## src/fcu_pkg.sv

```systemverilog
// Shared constants and types of the program flash write and erase controller.
package fcu_pkg;

    // ------------------------------------------------------------------
    // Register addresses on the core's special function register port
    // ------------------------------------------------------------------
    localparam logic [11:0] ADDR_CONTROL = 12'hFA6;
    localparam logic [11:0] ADDR_UNLOCK = 12'hFA7;
    localparam logic [11:0] ADDR_LATCH = 12'hFF5;
    localparam logic [11:0] ADDR_PTR_LOW = 12'hFF6;
    localparam logic [11:0] ADDR_PTR_HIGH = 12'hFF7;
    localparam logic [11:0] ADDR_PTR_UPPER = 12'hFF8;

    // ------------------------------------------------------------------
    // Field positions of flash_control
    // ------------------------------------------------------------------
    localparam int BIT_START = 1;
    localparam int BIT_PERMIT = 2;
    localparam int BIT_FAULT = 3;
    localparam int BIT_ERASE = 4;
    localparam int BIT_WORD = 5;

    // ------------------------------------------------------------------
    // Geometry of the table pointer, holding latch and erase block
    // ------------------------------------------------------------------
    localparam int PTR_W = 22;
    localparam int UPPER_W = 6;
    localparam int HOLD_BYTES = 64;
    localparam int HOLD_IDX_W = 6;
    localparam int ERASE_ALIGN_W = 10;
    localparam logic [6:0] BLOCK_COUNT = 7'h40;
    localparam logic [6:0] WORD_COUNT = 7'h02;
    localparam logic [6:0] LAST_COUNT = 7'h01;
    localparam logic [7:0] ZERO_BYTE = 8'h00;

    // Unlock pattern written twice to flash_unlock_port before a start.
    localparam logic [7:0] UNLOCK_KEY_FIRST = 8'h55;
    localparam logic [7:0] UNLOCK_KEY_SECOND = 8'hAA;

    // ------------------------------------------------------------------
    // Timing of the internal programming timer
    // ------------------------------------------------------------------
    localparam int CLK_MHZ = 200;
    localparam int PROG_TIME_NS = 2800;
    localparam int ERASE_TIME_NS = 33000;
    localparam int TMR_W = 16;
    localparam int PROG_CYCLES_DEF = (PROG_TIME_NS * CLK_MHZ + 999) / 1000;
    localparam int ERASE_CYCLES_DEF = (ERASE_TIME_NS * CLK_MHZ + 999) / 1000;

    // ------------------------------------------------------------------
    // Types
    // ------------------------------------------------------------------
    typedef enum logic [1:0] {
        ST_IDLE = 2'b00,
        ST_STREAM = 2'b01,
        ST_ERASE = 2'b10,
        ST_WAIT = 2'b11
    } fcu_state_e;

    typedef struct packed {
        logic [11:0] addr;
        logic wr;
        logic rd;
        logic [7:0] wdata;
    } fcu_sfr_s;

    typedef struct packed {
        logic rd_op;
        logic wt_op;
    } fcu_tbl_s;

    typedef struct packed {
        logic [PTR_W-1:0] addr;
        logic [7:0] wdata;
        logic rd;
        logic prog;
        logic erase;
    } fcu_flash_s;

endpackage

```

## src/fcu_flash_ctrl.sv

```systemverilog
// Program flash write and erase controller with its table access registers.
`timescale 1ns/1ps

// Notes on behaviour
// - Word mode start programs exactly two bytes from the holding latch.
// - Block mode start programs all 64 holding latch bytes.
// - With erase selected, a start erases the pointed block instead.
// - With erase clear, a start only programs and never erases.
// - Nothing is written or erased unless the permit bit is set.
// - The permit bit is clear after power-up.
// - Fault flag sets with start and clears when the timer finishes.
// - Fault flag stays set after an aborted or improper start.
// - Software can only set the start bit; writing zero does nothing.
// - Hardware clears the start bit when the operation completes.
// - The unlock port stores nothing and always reads as zero.
// - Unlock port writes matter only as part of the start sequence.
module fcu_flash_ctrl #(
    parameter logic [fcu_pkg::TMR_W-1:0] PROG_CYCLES = fcu_pkg::TMR_W'(fcu_pkg::PROG_CYCLES_DEF),
    parameter logic [fcu_pkg::TMR_W-1:0] ERASE_CYCLES = fcu_pkg::TMR_W'(fcu_pkg::ERASE_CYCLES_DEF)
) (
    input wire logic clock,
    input wire logic rst,
    input wire logic warm_rst,
    input wire fcu_pkg::fcu_sfr_s sfr,
    input wire fcu_pkg::fcu_tbl_s tbl,
    input wire logic [7:0] flash_rdata,
    output logic [7:0] sfr_rdata,
    output fcu_pkg::fcu_flash_s flash,
    output logic busy
);
    import fcu_pkg::*;

    // ------------------------------------------------------------------
    // State
    // ------------------------------------------------------------------
    typedef struct packed {
        logic [7:0] latch;
        logic [PTR_W-1:0] ptr;
        logic word;
        logic free;
        logic fault;
        logic permit;
        logic start;
        logic [HOLD_BYTES-1:0][7:0] hold;
        fcu_state_e st;
        logic [6:0] cnt;
        logic [PTR_W-1:0] op_addr;
        logic rd_pend;
        logic [7:0] rdata;
        fcu_flash_s fl;
    } fcu_ctrl_s;

    fcu_ctrl_s s_r;
    fcu_ctrl_s s_nxt;
    logic armed;
    logic tmr_done;
    logic tmr_start;
    logic [TMR_W-1:0] tmr_load;
    logic accept;
    logic ctrl_wr;
    logic start_req;

    // Decoded strobes used by the sequence logic and the checks; the unlock detector's strobes are decoded at its port connections below.
    assign ctrl_wr = sfr.wr && (sfr.addr == ADDR_CONTROL);
    assign start_req = ctrl_wr && sfr.wdata[BIT_START] && !s_r.start;
    assign accept = start_req && armed && sfr.wdata[BIT_PERMIT] && (s_r.st == ST_IDLE);

    // ------------------------------------------------------------------
    // Helpers
    // ------------------------------------------------------------------
    fcu_unlock u_unlock (
        .clock(clock),
        .rst(rst),
        .warm_rst(warm_rst),
        .key_wr(sfr.wr && (sfr.addr == ADDR_UNLOCK)),
        .key_data(sfr.wdata),
        .other_wr(sfr.wr && (sfr.addr != ADDR_UNLOCK)),
        .armed(armed)
    );

    fcu_op_timer #(
        .W(TMR_W)
    ) u_timer (
        .clock(clock),
        .rst(rst),
        .abort(warm_rst),
        .start(tmr_start),
        .load(tmr_load),
        .done(tmr_done)
    );

    // ------------------------------------------------------------------
    // Next state
    // ------------------------------------------------------------------
    // Sequencer first, then software and table accesses, so that a hardware
    // set of the fault flag is never lost to a clear in the same cycle.
    always_comb begin
        s_nxt = s_r;
        s_nxt.fl.rd = 1'b0;
        s_nxt.fl.prog = 1'b0;
        s_nxt.fl.erase = 1'b0;
        s_nxt.fl.wdata = ZERO_BYTE;
        s_nxt.rd_pend = 1'b0;
        s_nxt.rdata = ZERO_BYTE;
        tmr_start = 1'b0;
        tmr_load = '0;

        // Operation sequencer.
        unique case (s_r.st)
            ST_IDLE: begin
            end
            ST_STREAM: begin
                s_nxt.fl.prog = 1'b1;
                s_nxt.fl.addr = s_r.op_addr;
                s_nxt.fl.wdata = s_r.hold[s_r.op_addr[HOLD_IDX_W-1:0]];
                s_nxt.op_addr = s_r.op_addr + PTR_W'(1);
                s_nxt.cnt = s_r.cnt - LAST_COUNT;
                if (s_r.cnt == LAST_COUNT) begin
                    s_nxt.st = ST_WAIT;
                    tmr_start = 1'b1;
                    tmr_load = PROG_CYCLES;
                end
            end
            ST_ERASE: begin
                s_nxt.fl.erase = 1'b1;
                s_nxt.fl.addr = s_r.op_addr;
                s_nxt.st = ST_WAIT;
                tmr_start = 1'b1;
                tmr_load = ERASE_CYCLES;
            end
            ST_WAIT: begin
                if (tmr_done) begin
                    s_nxt.st = ST_IDLE;
                    s_nxt.start = 1'b0;
                    s_nxt.fault = 1'b0;
                end
            end
        endcase

        // Register reads answer one cycle later; unknown addresses read zero.
        if (sfr.rd) begin
            case (sfr.addr)
                ADDR_CONTROL: s_nxt.rdata = {2'b00, s_r.word, s_r.free, s_r.fault, s_r.permit, s_r.start, 1'b0};
                ADDR_UNLOCK: s_nxt.rdata = ZERO_BYTE;
                ADDR_LATCH: s_nxt.rdata = s_r.latch;
                ADDR_PTR_LOW: s_nxt.rdata = s_r.ptr[7:0];
                ADDR_PTR_HIGH: s_nxt.rdata = s_r.ptr[15:8];
                ADDR_PTR_UPPER: s_nxt.rdata = {2'b00, s_r.ptr[PTR_W-1:16]};
                default: s_nxt.rdata = ZERO_BYTE;
            endcase
        end

        // Register writes; mode bits are frozen while an operation runs.
        if (sfr.wr) begin
            case (sfr.addr)
                ADDR_CONTROL: begin
                    if (s_r.st == ST_IDLE) begin
                        s_nxt.word = sfr.wdata[BIT_WORD];
                        s_nxt.free = sfr.wdata[BIT_ERASE];
                        s_nxt.permit = sfr.wdata[BIT_PERMIT];
                    end
                    if (!sfr.wdata[BIT_FAULT]) begin
                        s_nxt.fault = 1'b0;
                    end
                end
                ADDR_LATCH: s_nxt.latch = sfr.wdata;
                ADDR_PTR_LOW: s_nxt.ptr[7:0] = sfr.wdata;
                ADDR_PTR_HIGH: s_nxt.ptr[15:8] = sfr.wdata;
                ADDR_PTR_UPPER: s_nxt.ptr[PTR_W-1:16] = sfr.wdata[UPPER_W-1:0];
                default: begin
                end
            endcase
        end

        // Start request: a zero in the start bit never clears it.
        if (accept) begin
            s_nxt.start = 1'b1;
            s_nxt.fault = 1'b1;
            if (sfr.wdata[BIT_ERASE]) begin
                s_nxt.st = ST_ERASE;
                s_nxt.op_addr = {s_r.ptr[PTR_W-1:ERASE_ALIGN_W], ERASE_ALIGN_W'(0)};
            end else if (sfr.wdata[BIT_WORD]) begin
                s_nxt.st = ST_STREAM;
                s_nxt.cnt = WORD_COUNT;
                s_nxt.op_addr = {s_r.ptr[PTR_W-1:1], 1'b0};
            end else begin
                s_nxt.st = ST_STREAM;
                s_nxt.cnt = BLOCK_COUNT;
                s_nxt.op_addr = {s_r.ptr[PTR_W-1:HOLD_IDX_W], HOLD_IDX_W'(0)};
            end
        end else if (start_req) begin
            s_nxt.fault = 1'b1;
        end

        // Table instructions; flash reads are served only while idle.
        if (tbl.wt_op) begin
            s_nxt.hold[s_r.ptr[HOLD_IDX_W-1:0]] = s_r.latch;
        end
        if (tbl.rd_op && (s_r.st == ST_IDLE)) begin
            s_nxt.fl.rd = 1'b1;
            s_nxt.fl.addr = s_r.ptr;
            s_nxt.rd_pend = 1'b1;
        end
        if (s_r.rd_pend) begin
            s_nxt.latch = flash_rdata;
        end

        // Warm reset aborts the operation but keeps the fault flag.
        if (warm_rst) begin
            s_nxt.st = ST_IDLE;
            s_nxt.start = 1'b0;
            s_nxt.permit = 1'b0;
            s_nxt.word = 1'b0;
            s_nxt.free = 1'b0;
            s_nxt.cnt = '0;
            s_nxt.rd_pend = 1'b0;
            s_nxt.fl.rd = 1'b0;
            s_nxt.fl.prog = 1'b0;
            s_nxt.fl.erase = 1'b0;
        end
    end

    // Registers the whole controller state; power-up clears permit.
    always_ff @(posedge clock or posedge rst) begin
        if (rst) begin
            s_r <= '0;
        end else begin
            s_r <= s_nxt;
        end
    end

    // Outputs straight from the state register.
    assign sfr_rdata = s_r.rdata;
    assign flash = s_r.fl;
    assign busy = s_r.start;
endmodule // fcu_flash_ctrl

```

## src/fcu_unlock.sv

```systemverilog
// Detector for the two-write unlock pattern that must precede a start.
`timescale 1ns/1ps
module fcu_unlock (
    input wire logic clock,
    input wire logic rst,
    input wire logic warm_rst,
    input wire logic key_wr,
    input wire logic [7:0] key_data,
    input wire logic other_wr,
    output logic armed
);
    import fcu_pkg::*;

    typedef enum logic [1:0] {
        KEY_NONE = 2'b00,
        KEY_HALF = 2'b01,
        KEY_ARMED = 2'b10
    } fcu_key_e;

    typedef struct packed {
        fcu_key_e stage;
    } fcu_unlock_s;

    fcu_unlock_s s_r;
    fcu_unlock_s s_nxt;

    // Any write elsewhere breaks the pattern, so it must be back to back.
    always_comb begin
        s_nxt = s_r;
        if (warm_rst || other_wr) begin
            s_nxt.stage = KEY_NONE;
        end else if (key_wr) begin
            unique case (s_r.stage)
                KEY_NONE: s_nxt.stage = (key_data == UNLOCK_KEY_FIRST) ? KEY_HALF : KEY_NONE;
                KEY_HALF: s_nxt.stage = (key_data == UNLOCK_KEY_SECOND) ? KEY_ARMED : KEY_NONE;
                KEY_ARMED: s_nxt.stage = (key_data == UNLOCK_KEY_FIRST) ? KEY_HALF : KEY_NONE;
                default: s_nxt.stage = KEY_NONE;
            endcase
        end
    end

    // Registers the detector state.
    always_ff @(posedge clock or posedge rst) begin
        if (rst) begin
            s_r <= '0;
        end else begin
            s_r <= s_nxt;
        end
    end

    assign armed = (s_r.stage == KEY_ARMED);

endmodule // fcu_unlock

```

## src/fcu_op_timer.sv

```systemverilog
// Down-counting timer that paces each program or erase operation.
`timescale 1ns/1ps
module fcu_op_timer #(
    parameter int W = 16
) (
    input wire logic clock,
    input wire logic rst,
    input wire logic abort,
    input wire logic start,
    input wire logic [W-1:0] load,
    output logic done
);
    import fcu_pkg::*;

    typedef struct packed {
        logic [W-1:0] cnt;
        logic run;
        logic done;
    } fcu_timer_s;

    fcu_timer_s s_r;
    fcu_timer_s s_nxt;

    // A load of N raises done N+1 cycles after the start pulse.
    always_comb begin
        s_nxt = s_r;
        s_nxt.done = 1'b0;
        if (abort) begin
            s_nxt.run = 1'b0;
            s_nxt.cnt = '0;
        end else if (start) begin
            s_nxt.run = 1'b1;
            s_nxt.cnt = load;
        end else if (s_r.run) begin
            if (s_r.cnt <= W'(1)) begin
                s_nxt.run = 1'b0;
                s_nxt.done = 1'b1;
            end else begin
                s_nxt.cnt = s_r.cnt - W'(1);
            end
        end
    end

    // Registers the timer state.
    always_ff @(posedge clock or posedge rst) begin
        if (rst) begin
            s_r <= '0;
        end else begin
            s_r <= s_nxt;
        end
    end

    assign done = s_r.done;

endmodule // fcu_op_timer

```

## config.mk

```make
export PLATFORM = sky130hd
export DESIGN_NAME = fcu_flash_ctrl
export DESIGN_NICKNAME = d
export VERILOG_FILES = /design/src/fcu_pkg.sv /design/src/fcu_flash_ctrl.sv /design/src/fcu_unlock.sv /design/src/fcu_op_timer.sv
export SDC_FILE = /design/constraint.sdc
export NUM_CORES = 1
export LEC_CHECK = 0
export BUFFER_PORTS_ARGS = -buffer_cell sky130_fd_sc_hd__buf_2
export CORE_MARGIN = 2
export CORE_UTILIZATION = 55
export CTS_BUF_LIST = sky130_fd_sc_hd__clkbuf_2
export DETAILED_ROUTE_END_ITERATION = 16
export GPL_TIMING_DRIVEN = 0
export PLACE_DENSITY_LB_ADDON = 0.2
export RECOVER_POWER = 100
export REMOVE_ABC_BUFFERS = 1
export SYNTH_ARGS = -nofsm -noshare
export SYNTH_HDL_FRONTEND = slang
export SYNTH_SLANG_ARGS = --single-unit
```

## constraint.sdc

```tcl
create_clock -name clock -period 45.1 [get_ports clock]
set_input_delay 2.255 -clock clock [delete_from_list [all_inputs] [get_ports clock]]
set_output_delay 2.255 -clock clock [all_outputs]
set_load 0.1 [all_outputs]
```

### Word-level counts from Yosys, hierarchy flattened

Index checks and enable logic that the tools add are counted.

* bits in registers: 640
* latch bits: 0
* RAM bits: 0
* ROM bits: 0
* bits of input ports: 35
* output and inout bits: 42
* word-level logic and storage cells: 208
* memories kept: 0

* add/subtract/negate cells: 3
* multiply operators: 0
* divide/modulo/power cells: 0
* order comparisons: 4
* equality and inequality tests: 18
* shift-type cells: 0
* mux-type cells: 60
* bitwise gates (word level): 0
* reductions and logical operators: 36

Operators with widths (number)
* 512-bit bitwise mux: 1
* 12-bit == test (second input constant): 6
* 22-bit two-way mux: 3
* 8-bit two-way mux: 8
* 29-bit two-way mux: 2
* 8-bit binary-select mux with 6-bit select: 1
* 8-bit demux with 6-bit select: 1
* 8-bit one-hot mux with 5 select lines: 1
* 17-bit two-way mux: 2
* 34-bit two-way mux: 1
* 16-bit one-hot mux with 2 select lines: 1
* 31-bit two-way mux: 1
* 22-bit by 1-bit adder with 22-bit output (second input constant): 1
* 2-bit two-way mux: 10
* 18-bit two-way mux: 1
* 1-bit two-way mux: 17
* 16-bit by 1-bit less-or-equal comparator with 1-bit output (second input constant): 1
* 16-bit two-way mux: 1
* 2-bit nonzero test: 8
* 16-bit by 1-bit subtractor with 16-bit output (second input constant): 1
* 6-bit by 7-bit < comparator with 1-bit output (second input constant): 2
* 12-bit != test (second input constant): 1
* 2-bit AND reduction: 6
* 1-bit logical AND: 10
* other kinds (26): 34

### Longest topological paths before layout

Gate-level depths: netlist of the first run.

* word-level depth: 9
* gate-level depth with buffers: 10
* mapped depth without buffers: 7

### Modules after synthesis

From an unflattened synthesis of the first run, not the netlist that was laid out.

* cells, all modules: 2204
* area, all modules: 30137.7 um2

Modules (own cells, without submodules)
* fcu_flash_ctrl: times used 1, cells an instance 2063, area an instance 28778.9 um2
* fcu_op_timer: times used 1, cells an instance 126, area an instance 1198.6 um2
* fcu_unlock: times used 1, cells an instance 15, area an instance 160.2 um2

### Least setup slack after synthesis of the first run

Ideal clock, no wire load.

* kind: in2reg
* from: input port sfr[19] (netlist name)
* to: register s_r[606] (netlist name)
* library setup time: 0.125 ns
* arrival time: 3.746 ns
* required time: 44.975 ns
* path slack: 41.229 ns
* stages: 5
* buffers on the path: 0
* cells stage by stage: nand4_1 -> or3_1 -> nor3_2 -> nand2_1 -> mux2_2

* word-level cells in the longest chain between the ends: 2

RTL lines
* start: declaration: line fcu_flash_ctrl.sv:24 `input wire fcu_pkg::fcu_sfr_s sfr,`
* 12-bit == test: line fcu_flash_ctrl.sv:155 `case (sfr.addr)`
* 2-bit AND reduction (no source line)
* end signal: assignment: line fcu_flash_ctrl.sv:228 `s_r <= s_nxt;`
* end: declaration: line fcu_flash_ctrl.sv:53 `fcu_ctrl_s s_r;`

No other way between the ends.
A chain may end at the register's enable or synchronous reset.

==> flow_metrics.env, run 1 <==
export IMPL_outcome="finished, violations left"
export IMPL_violations="max-capacitance violations, max-slew violations"
export IMPL_min_period_over_period_pct=36.62
export IMPL_hpwl_mm=44.79
export IMPL_pre_cts_ws_ns=40.45
export IMPL_dr_pass1_iters=10
export IMPL_antenna_found_initial=2
export IMPL_yosys_area_top_type_share_pct=53.10
export IMPL_met3WireLength_mm=4.545
export IMPL_synth_distinct_cells=76
export IMPL_whs_ns=0.4950
export IMPL_cp_start_kind="input pin"
export IMPL_min_from="s_r[103]"
export IMPL_cts_sinks=639
export IMPL_final_common_cell="dfrtp_1"
export IMPL_syn_inst=2144
export IMPL_crit_type="input pin to async pin"
export IMPL_worstPathRequired_ns=45.12
export IMPL_first_iter_violations=1246
export IMPL_tightestPinTransition_ns=6.864
export IMPL_synth_avg_cell_area_um2=14.05
export IMPL_cts_hold_buf=0
export IMPL_cts_tree="built"
export IMPL_synthFlopType="dfrtp_1"
export IMPL_vias_per_cell=6.124
export IMPL_die_area_um2=56640
export IMPL_htreeDepth=4
export IMPL_clock_latency_ns=1.38
export IMPL_min_period_ns=16.51
export IMPL_final_cells=3053
export IMPL_post_route_drc_count=0
export IMPL_start_util_pct=55.74
export IMPL_hold_path_class="flop to flop"
export IMPL_powerDensity_nw_per_um2=45.53
export IMPL_routed_via_count=18697
export IMPL_postCtsResizedCells=0
export IMPL_io_pins=77
export IMPL_core_area_um2=54030
export IMPL_portBuffers=76
export IMPL_syn_cell_area_um2=30110
export IMPL_async_flop_share_pct=100.0
export IMPL_hold_viol_final=0
export IMPL_area_growth_pct=6.706
export IMPL_post_cts_buffers=0
export IMPL_ys_seq_area_share_pct=53.10
export IMPL_ys_ff_latch=639
export IMPL_peakVddDrop_mv=0.04170
export IMPL_grt_max_degree=137
export IMPL_max_freq_mhz=60.56
export IMPL_setup_tns_ns=0
export IMPL_maxSlewHeadroom_pct=-357.6
export IMPL_wl_mm=71.26
export IMPL_fp_row_count=85
export IMPL_synth_edf_count=0
export IMPL_cts_buffer_depth=3
export IMPL_cts_buffers=166
export IMPL_clockRootBuffer="clkbuf_2"
export IMPL_drv_cap=12
export IMPL_fin_ws_ns=28.59
export IMPL_synth_area_top_cells="dfrtp_1, mux2_2, mux4_2"
export IMPL_end_kind="async pin"
export IMPL_final_nets=2269
export IMPL_cts_clk_slew_worst_paths_ns=0.10
export IMPL_wl_met2_mm=34.69
export IMPL_drtAntennaViolNets=0
export IMPL_route_detailed_wl_per_inst_um=23.34
export IMPL_rsz0062_at_grt="false"
export IMPL_die_width_um=238.0
export IMPL_die_h_um=238.0
export IMPL_grt_pass1_wl_mm=112.6
export IMPL_layout_common_cells="dfrtp_1, mux2_2, clkbuf_2"
export IMPL_grt_use_total_pct=26.15
export IMPL_drt_met1_wl_mm=30.02
export IMPL_crit_start="rst"
export IMPL_grt_overflow=0
export IMPL_synth_area_leader_cell="dfrtp_1"
export IMPL_crit_arrival_ns=16.54
export IMPL_topRoutingLayerUsed="met4"
export IMPL_drv_slew=846
export IMPL_setup_viol=0
export IMPL_leakage_nw=15.63
export IMPL_r2r_start="s_r[43]"
export IMPL_final_layout_size_suffix_gt1_share_pct=42.59
export IMPL_yosys_warnings=0
export IMPL_worstPathMaxFanout=130
export IMPL_gp_congestion=0.8524
export IMPL_grt_pass1_vias=19754
export IMPL_place_inst=2753
export IMPL_clock_skew_ns=0.07452
[metal layers]
layer	vias to the layer above	GRT usage [%]
met3	152	6.143
li1	8131	-
met1	9848	34.57
met2	566	42.00
met4	0	10.83
met5	-	0
[sequential cells by signal, summed over array words and instances, names as in the netlist]
register,cells
u_unlock.s_r,2
u_timer.done,1
sfr_rdata,8
flash,33
s_r,577
busy,1
u_timer.s_r,17
[critical path, stage by stage]
cell	delay (ns)
buf_2	0.10
clkinvlp_2	0.19
clkbuf_1	4.79
clkbuf_1	4.55
clkbuf_1	4.38
[cell type report]
| cell class | instances | area, µm² |
|---|---|---|
| diodes | 9 | 22.52 |
| clock buffers | 246 | 1231 |
| clock inverters | 45 | 276.5 |
| fillers | 4315 | 21890 |
| inverters | 20 | 76.32 |
| multi-input cells | 1298 | 12990 |
| flip-flops and latches | 639 | 16010 |
| well taps | 696 | 870.8 |
| repair buffers | 100 | 654.4 |
[report_power, final]
group          total, W  internal, W  switching, W
combinational  0.000396     0.000128      0.000268
clock          0.000402     0.000163      0.000239
sequential     0.000665     0.000601     0.0000640
total           0.00146     0.000892      0.000571
[path summary, 6_finish.rpt]
| path | endpoint | slack, ns | cells past startpoint |
|---|---|---|---|
| max | s_r[276] | 28.59 | 5 |
| min | s_r[103] | 0.49 | 1 |
| min reg2reg | s_r[103] | 0.49 | 1 |
| max reg2reg | s_r[60] | 36.31 | 8 |
| min in group asynchronous | u_timer.s_r[8] | 0.79 | 2 |
| max in group clock | s_r[60] | 36.31 | 8 |
[Yosys cell counts, types with 5 or more instances]
cell,count
dfrtp_1,639
nor3_1,21
nand4b_1,5
buf_6,6
nand4_1,10
buf_1,6
a22oi_1,9
and2_0,5
xnor2_1,19
inv_1,19
nand3_1,21
a21oi_1,36
mux2_2,538
buf_4,52
nor2_1,91
a22o_1,8
mux4_1,8
clkbuf_1,106
nor4_1,10
mux2i_1,50
o21ai_0,53
o22ai_1,9
nand3b_1,8
ha_1,9
nand2_1,111
and2_1,7
mux4_2,124
or4_1,9
a222oi_1,7
buf_2,15
nor2b_1,12
xor2_1,21
o21ai_1,6
nand2b_1,8
o211ai_1,5
o221ai_1,6
[cell families (layout without fill, tap and decap cells)]
family          after synthesis  count (layout)  synth area share (%)
buf+inv                     207             411                 3.548
compound gates              167             167                 3.656
flops                       639             639                 53.10
other cells                   0               9                     0
mux                         727             727                 32.15
fa+ha+maj                     9               9                0.3739
simple gates                355             355                 6.008
xor+xnor                     40              40                 1.163
[through the flow]
stage	util (%)	power, W	area (µm²)
after detailed placement	57.28	0.001080	30950
after floorplan	-	0.0009445	29120
after global routing	59.48	0.001541	32130
after CTS	60.07	0.001485	32450
final	59.48	0.001463	32130
after global placement	56.22	0.001070	30370
(Power assumes the default switching activity.)
==> run 2, diff against run 1 <==
--- a/config.mk
+++ b/config.mk
@@ -5,6 +5,7 @@
 export SDC_FILE = /design/constraint.sdc
 export NUM_CORES = 1
 export LEC_CHECK = 0
+export ABC_AREA = 1
 export BUFFER_PORTS_ARGS = -buffer_cell sky130_fd_sc_hd__buf_2
 export CORE_MARGIN = 2
 export CORE_UTILIZATION = 55
==> constraint.sdc (replaced) <==
create_clock -name clock -period 16.5 [get_ports clock]
set_input_delay 0.825 -clock clock [delete_from_list [all_inputs] [get_ports clock]]
set_output_delay 0.825 -clock clock [all_outputs]
set_load 0.1 [all_outputs]
==> run 2 against run 1 <==
Compared with the run above: setup slack worse by 22 ns; via count is 48% higher; cell area is 5.6% higher; largest power group is now combinational cells; clock skew is 0.0064 ns lower; the flow still finishes with violations (max-capacitance violations, max-slew violations); combinational power grew to 4.6 times the previous value; synthesized cell count is 94% higher; critical endpoint is now flash[6]; die area is 5.2% higher; clock power grew to 2.9 times the previous value; core utilization is 0.32 points lower; routed wire length is 27% higher.
==> flow_metrics.env, run 2 <==
export IMPL_outcome="finished, violations left"
export IMPL_violations="max-capacitance violations, max-slew violations"
export IMPL_cts_buffer_depth=3
export IMPL_synth_most_common_cell="nand2_1"
export IMPL_whs_ns=0.1718
export IMPL_syn_cell_area_um2=31700
export IMPL_rsz0062_at_grt="false"
export IMPL_synthTopCellsByCount="nand2_1, dfrtp_1, o21ai_0"
export IMPL_portBuffers=76
export IMPL_ys_ff_latch=639
export IMPL_synthFlopType="dfrtp_1"
export IMPL_cp_start_kind="flop"
export IMPL_grt_use_total_pct=30.74
export IMPL_die_area_um2=59580
export IMPL_reg2reg_depth=11
export IMPL_grt_pass1_vias=25945
export IMPL_tightestPinTransition_ns=4.587
export IMPL_cts_sinks=639
export IMPL_final_nets=4238
export IMPL_syn_inst=4164
export IMPL_dr_pass1_iters=8
export IMPL_max_freq_mhz=102.8
export IMPL_crit_type="flop to flop"
export IMPL_leakage_nw=16.25
export IMPL_grt_max_degree=124
export IMPL_max_stage_delay_ns=2.81
export IMPL_yosys_warnings=0
export IMPL_post_route_drc_count=0
export IMPL_regMostFlops="s_r"
export IMPL_worstPathRequired_ns=17.68
export IMPL_path_cells="clkbuf_1 > inv_6 > clkbuf_1 > o211ai_1 > nand3_1 > nand3_1 > nand2_1 > nand2_1 > nand2_1 > nor2_1 > nor2_1"
export IMPL_io_pins=77
export IMPL_synth_area_top_cells="dfrtp_1, nand2_1, o21ai_0"
export IMPL_area_growth_pct=7.041
export IMPL_synth_avg_cell_area_um2=7.614
export IMPL_maxSlewHeadroom_pct=-205.8
export IMPL_antenna_found_initial=3
export IMPL_final_layout_size_suffix_gt1_share_pct=7.799
export IMPL_crit_arrival_ns=10.91
export IMPL_gp_congestion=0.9018
export IMPL_min_period_ns=9.729
export IMPL_start_util_pct=55.27
export IMPL_wl_mm=90.36
export IMPL_clockRootBuffer="clkbuf_2"
export IMPL_post_cts_buffers=0
export IMPL_end_kind="flop"
export IMPL_crit_path_top_delay_cell="clkbuf_1"
export IMPL_worstPathMaxFanout=78
export IMPL_peakVddDrop_mv=0.1556
export IMPL_ys_seq_area_share_pct=50.44
export IMPL_first_iter_violations=2770
export IMPL_vias_per_cell=5.468
export IMPL_drv_cap=12
export IMPL_htreeDepth=4
export IMPL_hpwl_mm=54.43
export IMPL_grt_pass1_wl_mm=143.6
export IMPL_hold_viol_final=0
export IMPL_largest_reg_flops=577
export IMPL_cpMostUsedCell="nand2_1"
export IMPL_powerDensity_nw_per_um2=141.6
export IMPL_core_area_um2=57370
export IMPL_drv_slew=482
export IMPL_synth_edf_count=0
export IMPL_clock_skew_ns=0.06813
export IMPL_layout_common_cells="nand2_1, dfrtp_1, o21ai_0"
export IMPL_route_detailed_wl_per_inst_um=17.80
export IMPL_synth_area_leader_cell="dfrtp_1"
export IMPL_cts_buffers=167
export IMPL_async_flop_share_pct=100.0
export IMPL_power_total_w=0.004805
export IMPL_synth_distinct_cells=41
export IMPL_drtAntennaViolNets=0
export IMPL_yosys_area_top_type_share_pct=50.44
export IMPL_die_h_um=244.1
export IMPL_holdPathStages=5
export IMPL_final_common_cell="nand2_1"
export IMPL_setup_viol=0
export IMPL_die_width_um=244.1
export IMPL_grt_overflow=0
export IMPL_routed_via_count=27759
export IMPL_clock_latency_ns=1.39
export IMPL_cts_clk_slew_worst_paths_ns=0.09
export IMPL_min_period_over_period_pct=58.97
export IMPL_cts_tree="built"
export IMPL_fp_row_count=88
export IMPL_hold_path_class="input pin to flop"
run 2: changes by cell type in the layout (fill, tap and decap cells not counted), moves of 12 or more:
cell           delta
dlygate4sd3_1    +55
mux2i_1          -50
mux4_2          -124
o211ai_1         +43
nand3_1         +316
inv_1           +346
nor3_1           +14
a21oi_1          +56
mux2_2          -538
o21ai_0         +521
nor2_1          +133
nand2_1        +1326
xnor2_1          -17
nor2b_1          -12
run 2: power breakdown:
group | total, W | leakage, nW | internal (W) | switching (W)
Sequential | 0.00180 | 8.51 | 0.00163 | 0.000173
Clock | 0.00118 | 1.18 | 0.000515 | 0.000669
Combinational | 0.00182 | 6.56 | 0.000470 | 0.00135
run 2: final cells by class:
cell class,count,area [µm²]
antenna,4,10.01
clock buffer,244,1221
clock inverter,39,370.4
fill,5502,23430
inverter,384,1455
multi-input combinational,2847,12570
sequential,639,16000
tap,765,957.2
timing repair buffer,155,1355
run 2: through the flow:
stage | cell area, µm² | std cells | TNS (ns) | setup WS [ns] | utilization (%)
3_5_place_dp | 32140 | 4735 | 0 | 12.87 | 56.02
3_3_place_gp | 31520 | 4711 | -6043.19 | -9.536 | 54.95
2_1_floorplan | 30190 | 3870 | -1422.19 | -2.226 | -
6_report | 33940 | 5077 | 0 | 6.771 | 59.16
5_1_grt | 33940 | 5077 | 0 | 6.408 | 59.16
4_1_cts | 34280 | 5073 | 0 | 12.87 | 59.76
run 2: cell families (layout without fill, tap and decap cells):
| logic type | count (synthesis) | count (layout) | synth area share [%] |
|---|---|---|---|
| flip-flops | 639 | 639 | 50.44 |
| XOR/XNOR | 16 | 16 | 0.4420 |
| AND/OR/NAND/NOR | 2074 | 2074 | 27.03 |
| buffers and inverters | 678 | 822 | 9.337 |
| other | 0 | 4 | 0 |
| AO/OA/AOI/OAI | 748 | 748 | 12.40 |
| adder cells (fa/ha/maj) | 9 | 9 | 0.3552 |
run 2: path summary, 6_finish.rpt:
path / endpoint / start / slack, ns
max: flash[6] / s_r[43] / 6.77
min: s_r[606] / sfr[15] / 0.17
max reg2reg: flash[6] / s_r[43] / 6.77
min reg2reg: s_r[465] / s_r[465] / 0.49
max in group asynchronous: s_r[484] / rst / 10.03
min in group asynchronous: s_r[369] / rst / 1.25
run 2: critical path, delay by kind of cell, from the launching register on:
| kind | cells | cell delay, ns |
|---|---|---|
| AO/OA/AOI/OAI | 1 | 0.66 |
| flip-flops | 1 | 2.36 |
| AND/OR/NAND/NOR | 7 | 0.90 |
| buffers and inverters | 3 | 5.46 |
run 2: metal layers:
layer	vias to the layer above	track usage [%]	share of wire (%)	wire (µm)
met2	1107	47.14	46	41230
met3	216	6.212	7.9	7109
met1	13058	42.97	43	39210
met5	-	0	0	0
li1	13378	-	-	-
met4	0	12.43	3.1	2809
run 2: what timing repair did:
| item | CTS | global route |
|---|---|---|
| endpoints found under the hold margin | 294 | 0 |
| resized for setup | 0 | 0 |
| hold buffers | 55 | 0 |
==> run 3, diff against run 2 <==
--- a/config.mk
+++ b/config.mk
@@ -5,7 +5,7 @@
 export SDC_FILE = /design/constraint.sdc
 export NUM_CORES = 1
 export LEC_CHECK = 0
-export ABC_AREA = 1
+export ABC_AREA = 0
 export BUFFER_PORTS_ARGS = -buffer_cell sky130_fd_sc_hd__buf_2
 export CORE_MARGIN = 2
 export CORE_UTILIZATION = 55
==> constraint.sdc (replaced) <==
create_clock -name clock -period 9.6 [get_ports clock]
set_input_delay 0.48 -clock clock [delete_from_list [all_inputs] [get_ports clock]]
set_output_delay 0.48 -clock clock [all_outputs]
set_load 0.1 [all_outputs]
==> run 3 against run 2 <==
Compared with the run above: the flow still finishes with violations (max-capacitance violations, max-slew violations); critical endpoint is now u_timer.s_r[13]; cell count decreased by 38%; critical path type unchanged; first-iteration DRC count is 49% lower; hold slack gained 0.019 ns; global-route usage shrank 3.7 points; power grew 44%; clock skew rose by 0.018 ns; sequential share of layout area rose by 1.1 points; non-clock buffer count rose by 34; core utilization grew 2.3 points; clock power rose by 61%; register-to-register slack got worse by 1.6 ns; sequential cell count unchanged.
==> flow_metrics.env, run 3 (synthesis gave the netlist of run 1 again) <==
export IMPL_clock_skew_ns=0.08607
export IMPL_fin_ws_ns=5.172
export IMPL_drv_slew=94
export IMPL_drv_cap=4
export IMPL_r2r_end="u_timer.s_r[13]"
export IMPL_vias_per_cell=6.112
export IMPL_reg2reg_depth=6
export IMPL_placedInstanceArea_um2=30950
export IMPL_pre_cts_ws_ns=5.972
export IMPL_worstPathRequired_ns=10.86
export IMPL_rsz0062_at_grt="false"
export IMPL_cts_clk_slew_worst_paths_ns=0.09
export IMPL_clock_latency_ns=1.39
export IMPL_largest_reg_flops=577
export IMPL_end_kind="flop"
export IMPL_first_iter_violations=1402
export IMPL_area_growth_pct=10.20
export IMPL_post_route_drc_count=0
export IMPL_die_h_um=238.0
export IMPL_min_period_ns=4.428
export IMPL_crit_start="s_r[71]"
export IMPL_cts_buffer_depth=3
export IMPL_tightestPinTransition_ns=2.036
export IMPL_grt_overflow=0
export IMPL_r2r_start="s_r[71]"
export IMPL_r2r_slack_ns=5.17
export IMPL_cp_start_kind="flop"
export IMPL_endpoint="u_timer.s_r[13]"
export IMPL_clockRootBuffer="clkbuf_2"
export IMPL_final_nets=2358
export IMPL_hpwl_mm=44.79
export IMPL_regMostFlops="s_r"
export IMPL_die_width_um=238.0
export IMPL_grt_max_degree=137
export IMPL_worstPathMaxFanout=27
export IMPL_hold_viol_final=0
export IMPL_max_freq_mhz=225.8
export IMPL_cts_sinks=639
export IMPL_layout_common_cells="dfrtp_1, mux2_2, clkbuf_2"
export IMPL_drtAntennaViolNets=0
export IMPL_routed_via_count=19199
export IMPL_dr_pass1_iters=6
export IMPL_postCtsResizedCells=0
export IMPL_core_area_um2=54030
export IMPL_outcome="finished, violations left"
export IMPL_hold_path_class="input pin to flop"
export IMPL_finalInstanceArea_um2=33190
export IMPL_io_pins=77
export IMPL_start_util_pct=55.74
export IMPL_min_period_over_period_pct=46.13
export IMPL_crit_type="flop to flop"
export IMPL_htreeDepth=4
export IMPL_portBuffers=76
export IMPL_gp_congestion=0.8524
export IMPL_peakVddDrop_mv=0.2082
export IMPL_route_detailed_wl_per_inst_um=23.54
export IMPL_final_common_cell="dfrtp_1"
export IMPL_setup_viol=0
export IMPL_final_layout_size_suffix_gt1_share_pct=41.28
export IMPL_antenna_found_initial=2
export IMPL_violations="max-capacitance violations, max-slew violations"
export IMPL_wl_mm=73.95
export IMPL_grt_use_total_pct=27.08
export IMPL_powerDensity_nw_per_um2=209.0
export IMPL_finish_utilization_pct=61.43
export IMPL_crit_arrival_ns=5.69
export IMPL_cts_buffers=166
export IMPL_maxSlewHeadroom_pct=-35.80
export IMPL_leakage_nw=16.08
export IMPL_die_area_um2=56640
export IMPL_grt_pass1_vias=20464
export IMPL_grt_pass1_wl_mm=116.4
export IMPL_cts_tree="built"
export IMPL_fp_row_count=85
==> run 3: layout make-up <==
type | count | area, µm²
well taps | 696 | 870.8
fillers | 4188 | 20840
multi-input cells | 1298 | 12990
repair buffers | 189 | 1712
diodes | 8 | 20.02
clock buffers | 246 | 1231
inverters | 20 | 76.32
flip-flops and latches | 639 | 16010
clock inverters | 45 | 276.5
==> run 3: metrics by stage <==
stage,total power [W],hold WS [ns],TNS (ns),cells
2_1_floorplan,0.004437,0.4455,-5610.84,1957
6_report,0.006936,0.1909,0,3141
3_5_place_dp,0.005075,0.3798,0,2753
3_3_place_gp,0.005025,0.4632,-9151.56,2729
5_1_grt,0.007288,0.08221,0,3138
4_1_cts,0.007012,0.04505,0,3132
==> run 3: what timing repair did <==
action,CTS,global route
setup buffers,0,0
hold buffers,88,1
endpoints found under the hold margin,647,23
endpoints found under the setup margin,0,0
==> run 3: worst min path at each step <==
| stage | start | endpoint | slack, ns | cells past startpoint |
|---|---|---|---|---|
| finish | sfr[0] | u_unlock.s_r[0] | 0.19 | 5 |
| CTS | tbl[1] | flash[26] | 0.05 | 4 |
| floorplan | u_unlock.s_r[1] | u_unlock.s_r[1] | 0.45 | 1 |
| global route | sfr[0] | u_unlock.s_r[0] | 0.08 | 5 |
| detailed placement | rst | u_timer.s_r[8] | 0.38 | 2 |
| global placement | s_r[103] | s_r[103] | 0.46 | 1 |
==> run 3: layer usage <==
| metal | global-route usage [%] | wire length [µm] | vias up |
|---|---|---|---|
| met5 | 0 | 0 | - |
| met4 | 12.20 | 2540 | 0 |
| met3 | 6.559 | 4868 | 212 |
| met2 | 43.30 | 35550 | 672 |
| met1 | 35.41 | 30990 | 10020 |
| li1 | - | - | 8295 |
==> run 3: power by group <==
| part | switching [W] | total (W) | internal (W) |
|---|---|---|---|
| sequential | 0.000303 | 0.00313 | 0.00282 |
| combinational | 0.00128 | 0.00191 | 0.000638 |
| clock | 0.00113 | 0.00190 | 0.000765 |
==> run 3: worst max-delay path: stages (launching register included) <==
cell	delay, ns
dfrtp_1	0.42
inv_1	0.09
ha_1	1.25
inv_1	0.07
o21ai_0	1.47
o21ai_0	0.68
a22o_1	0.33
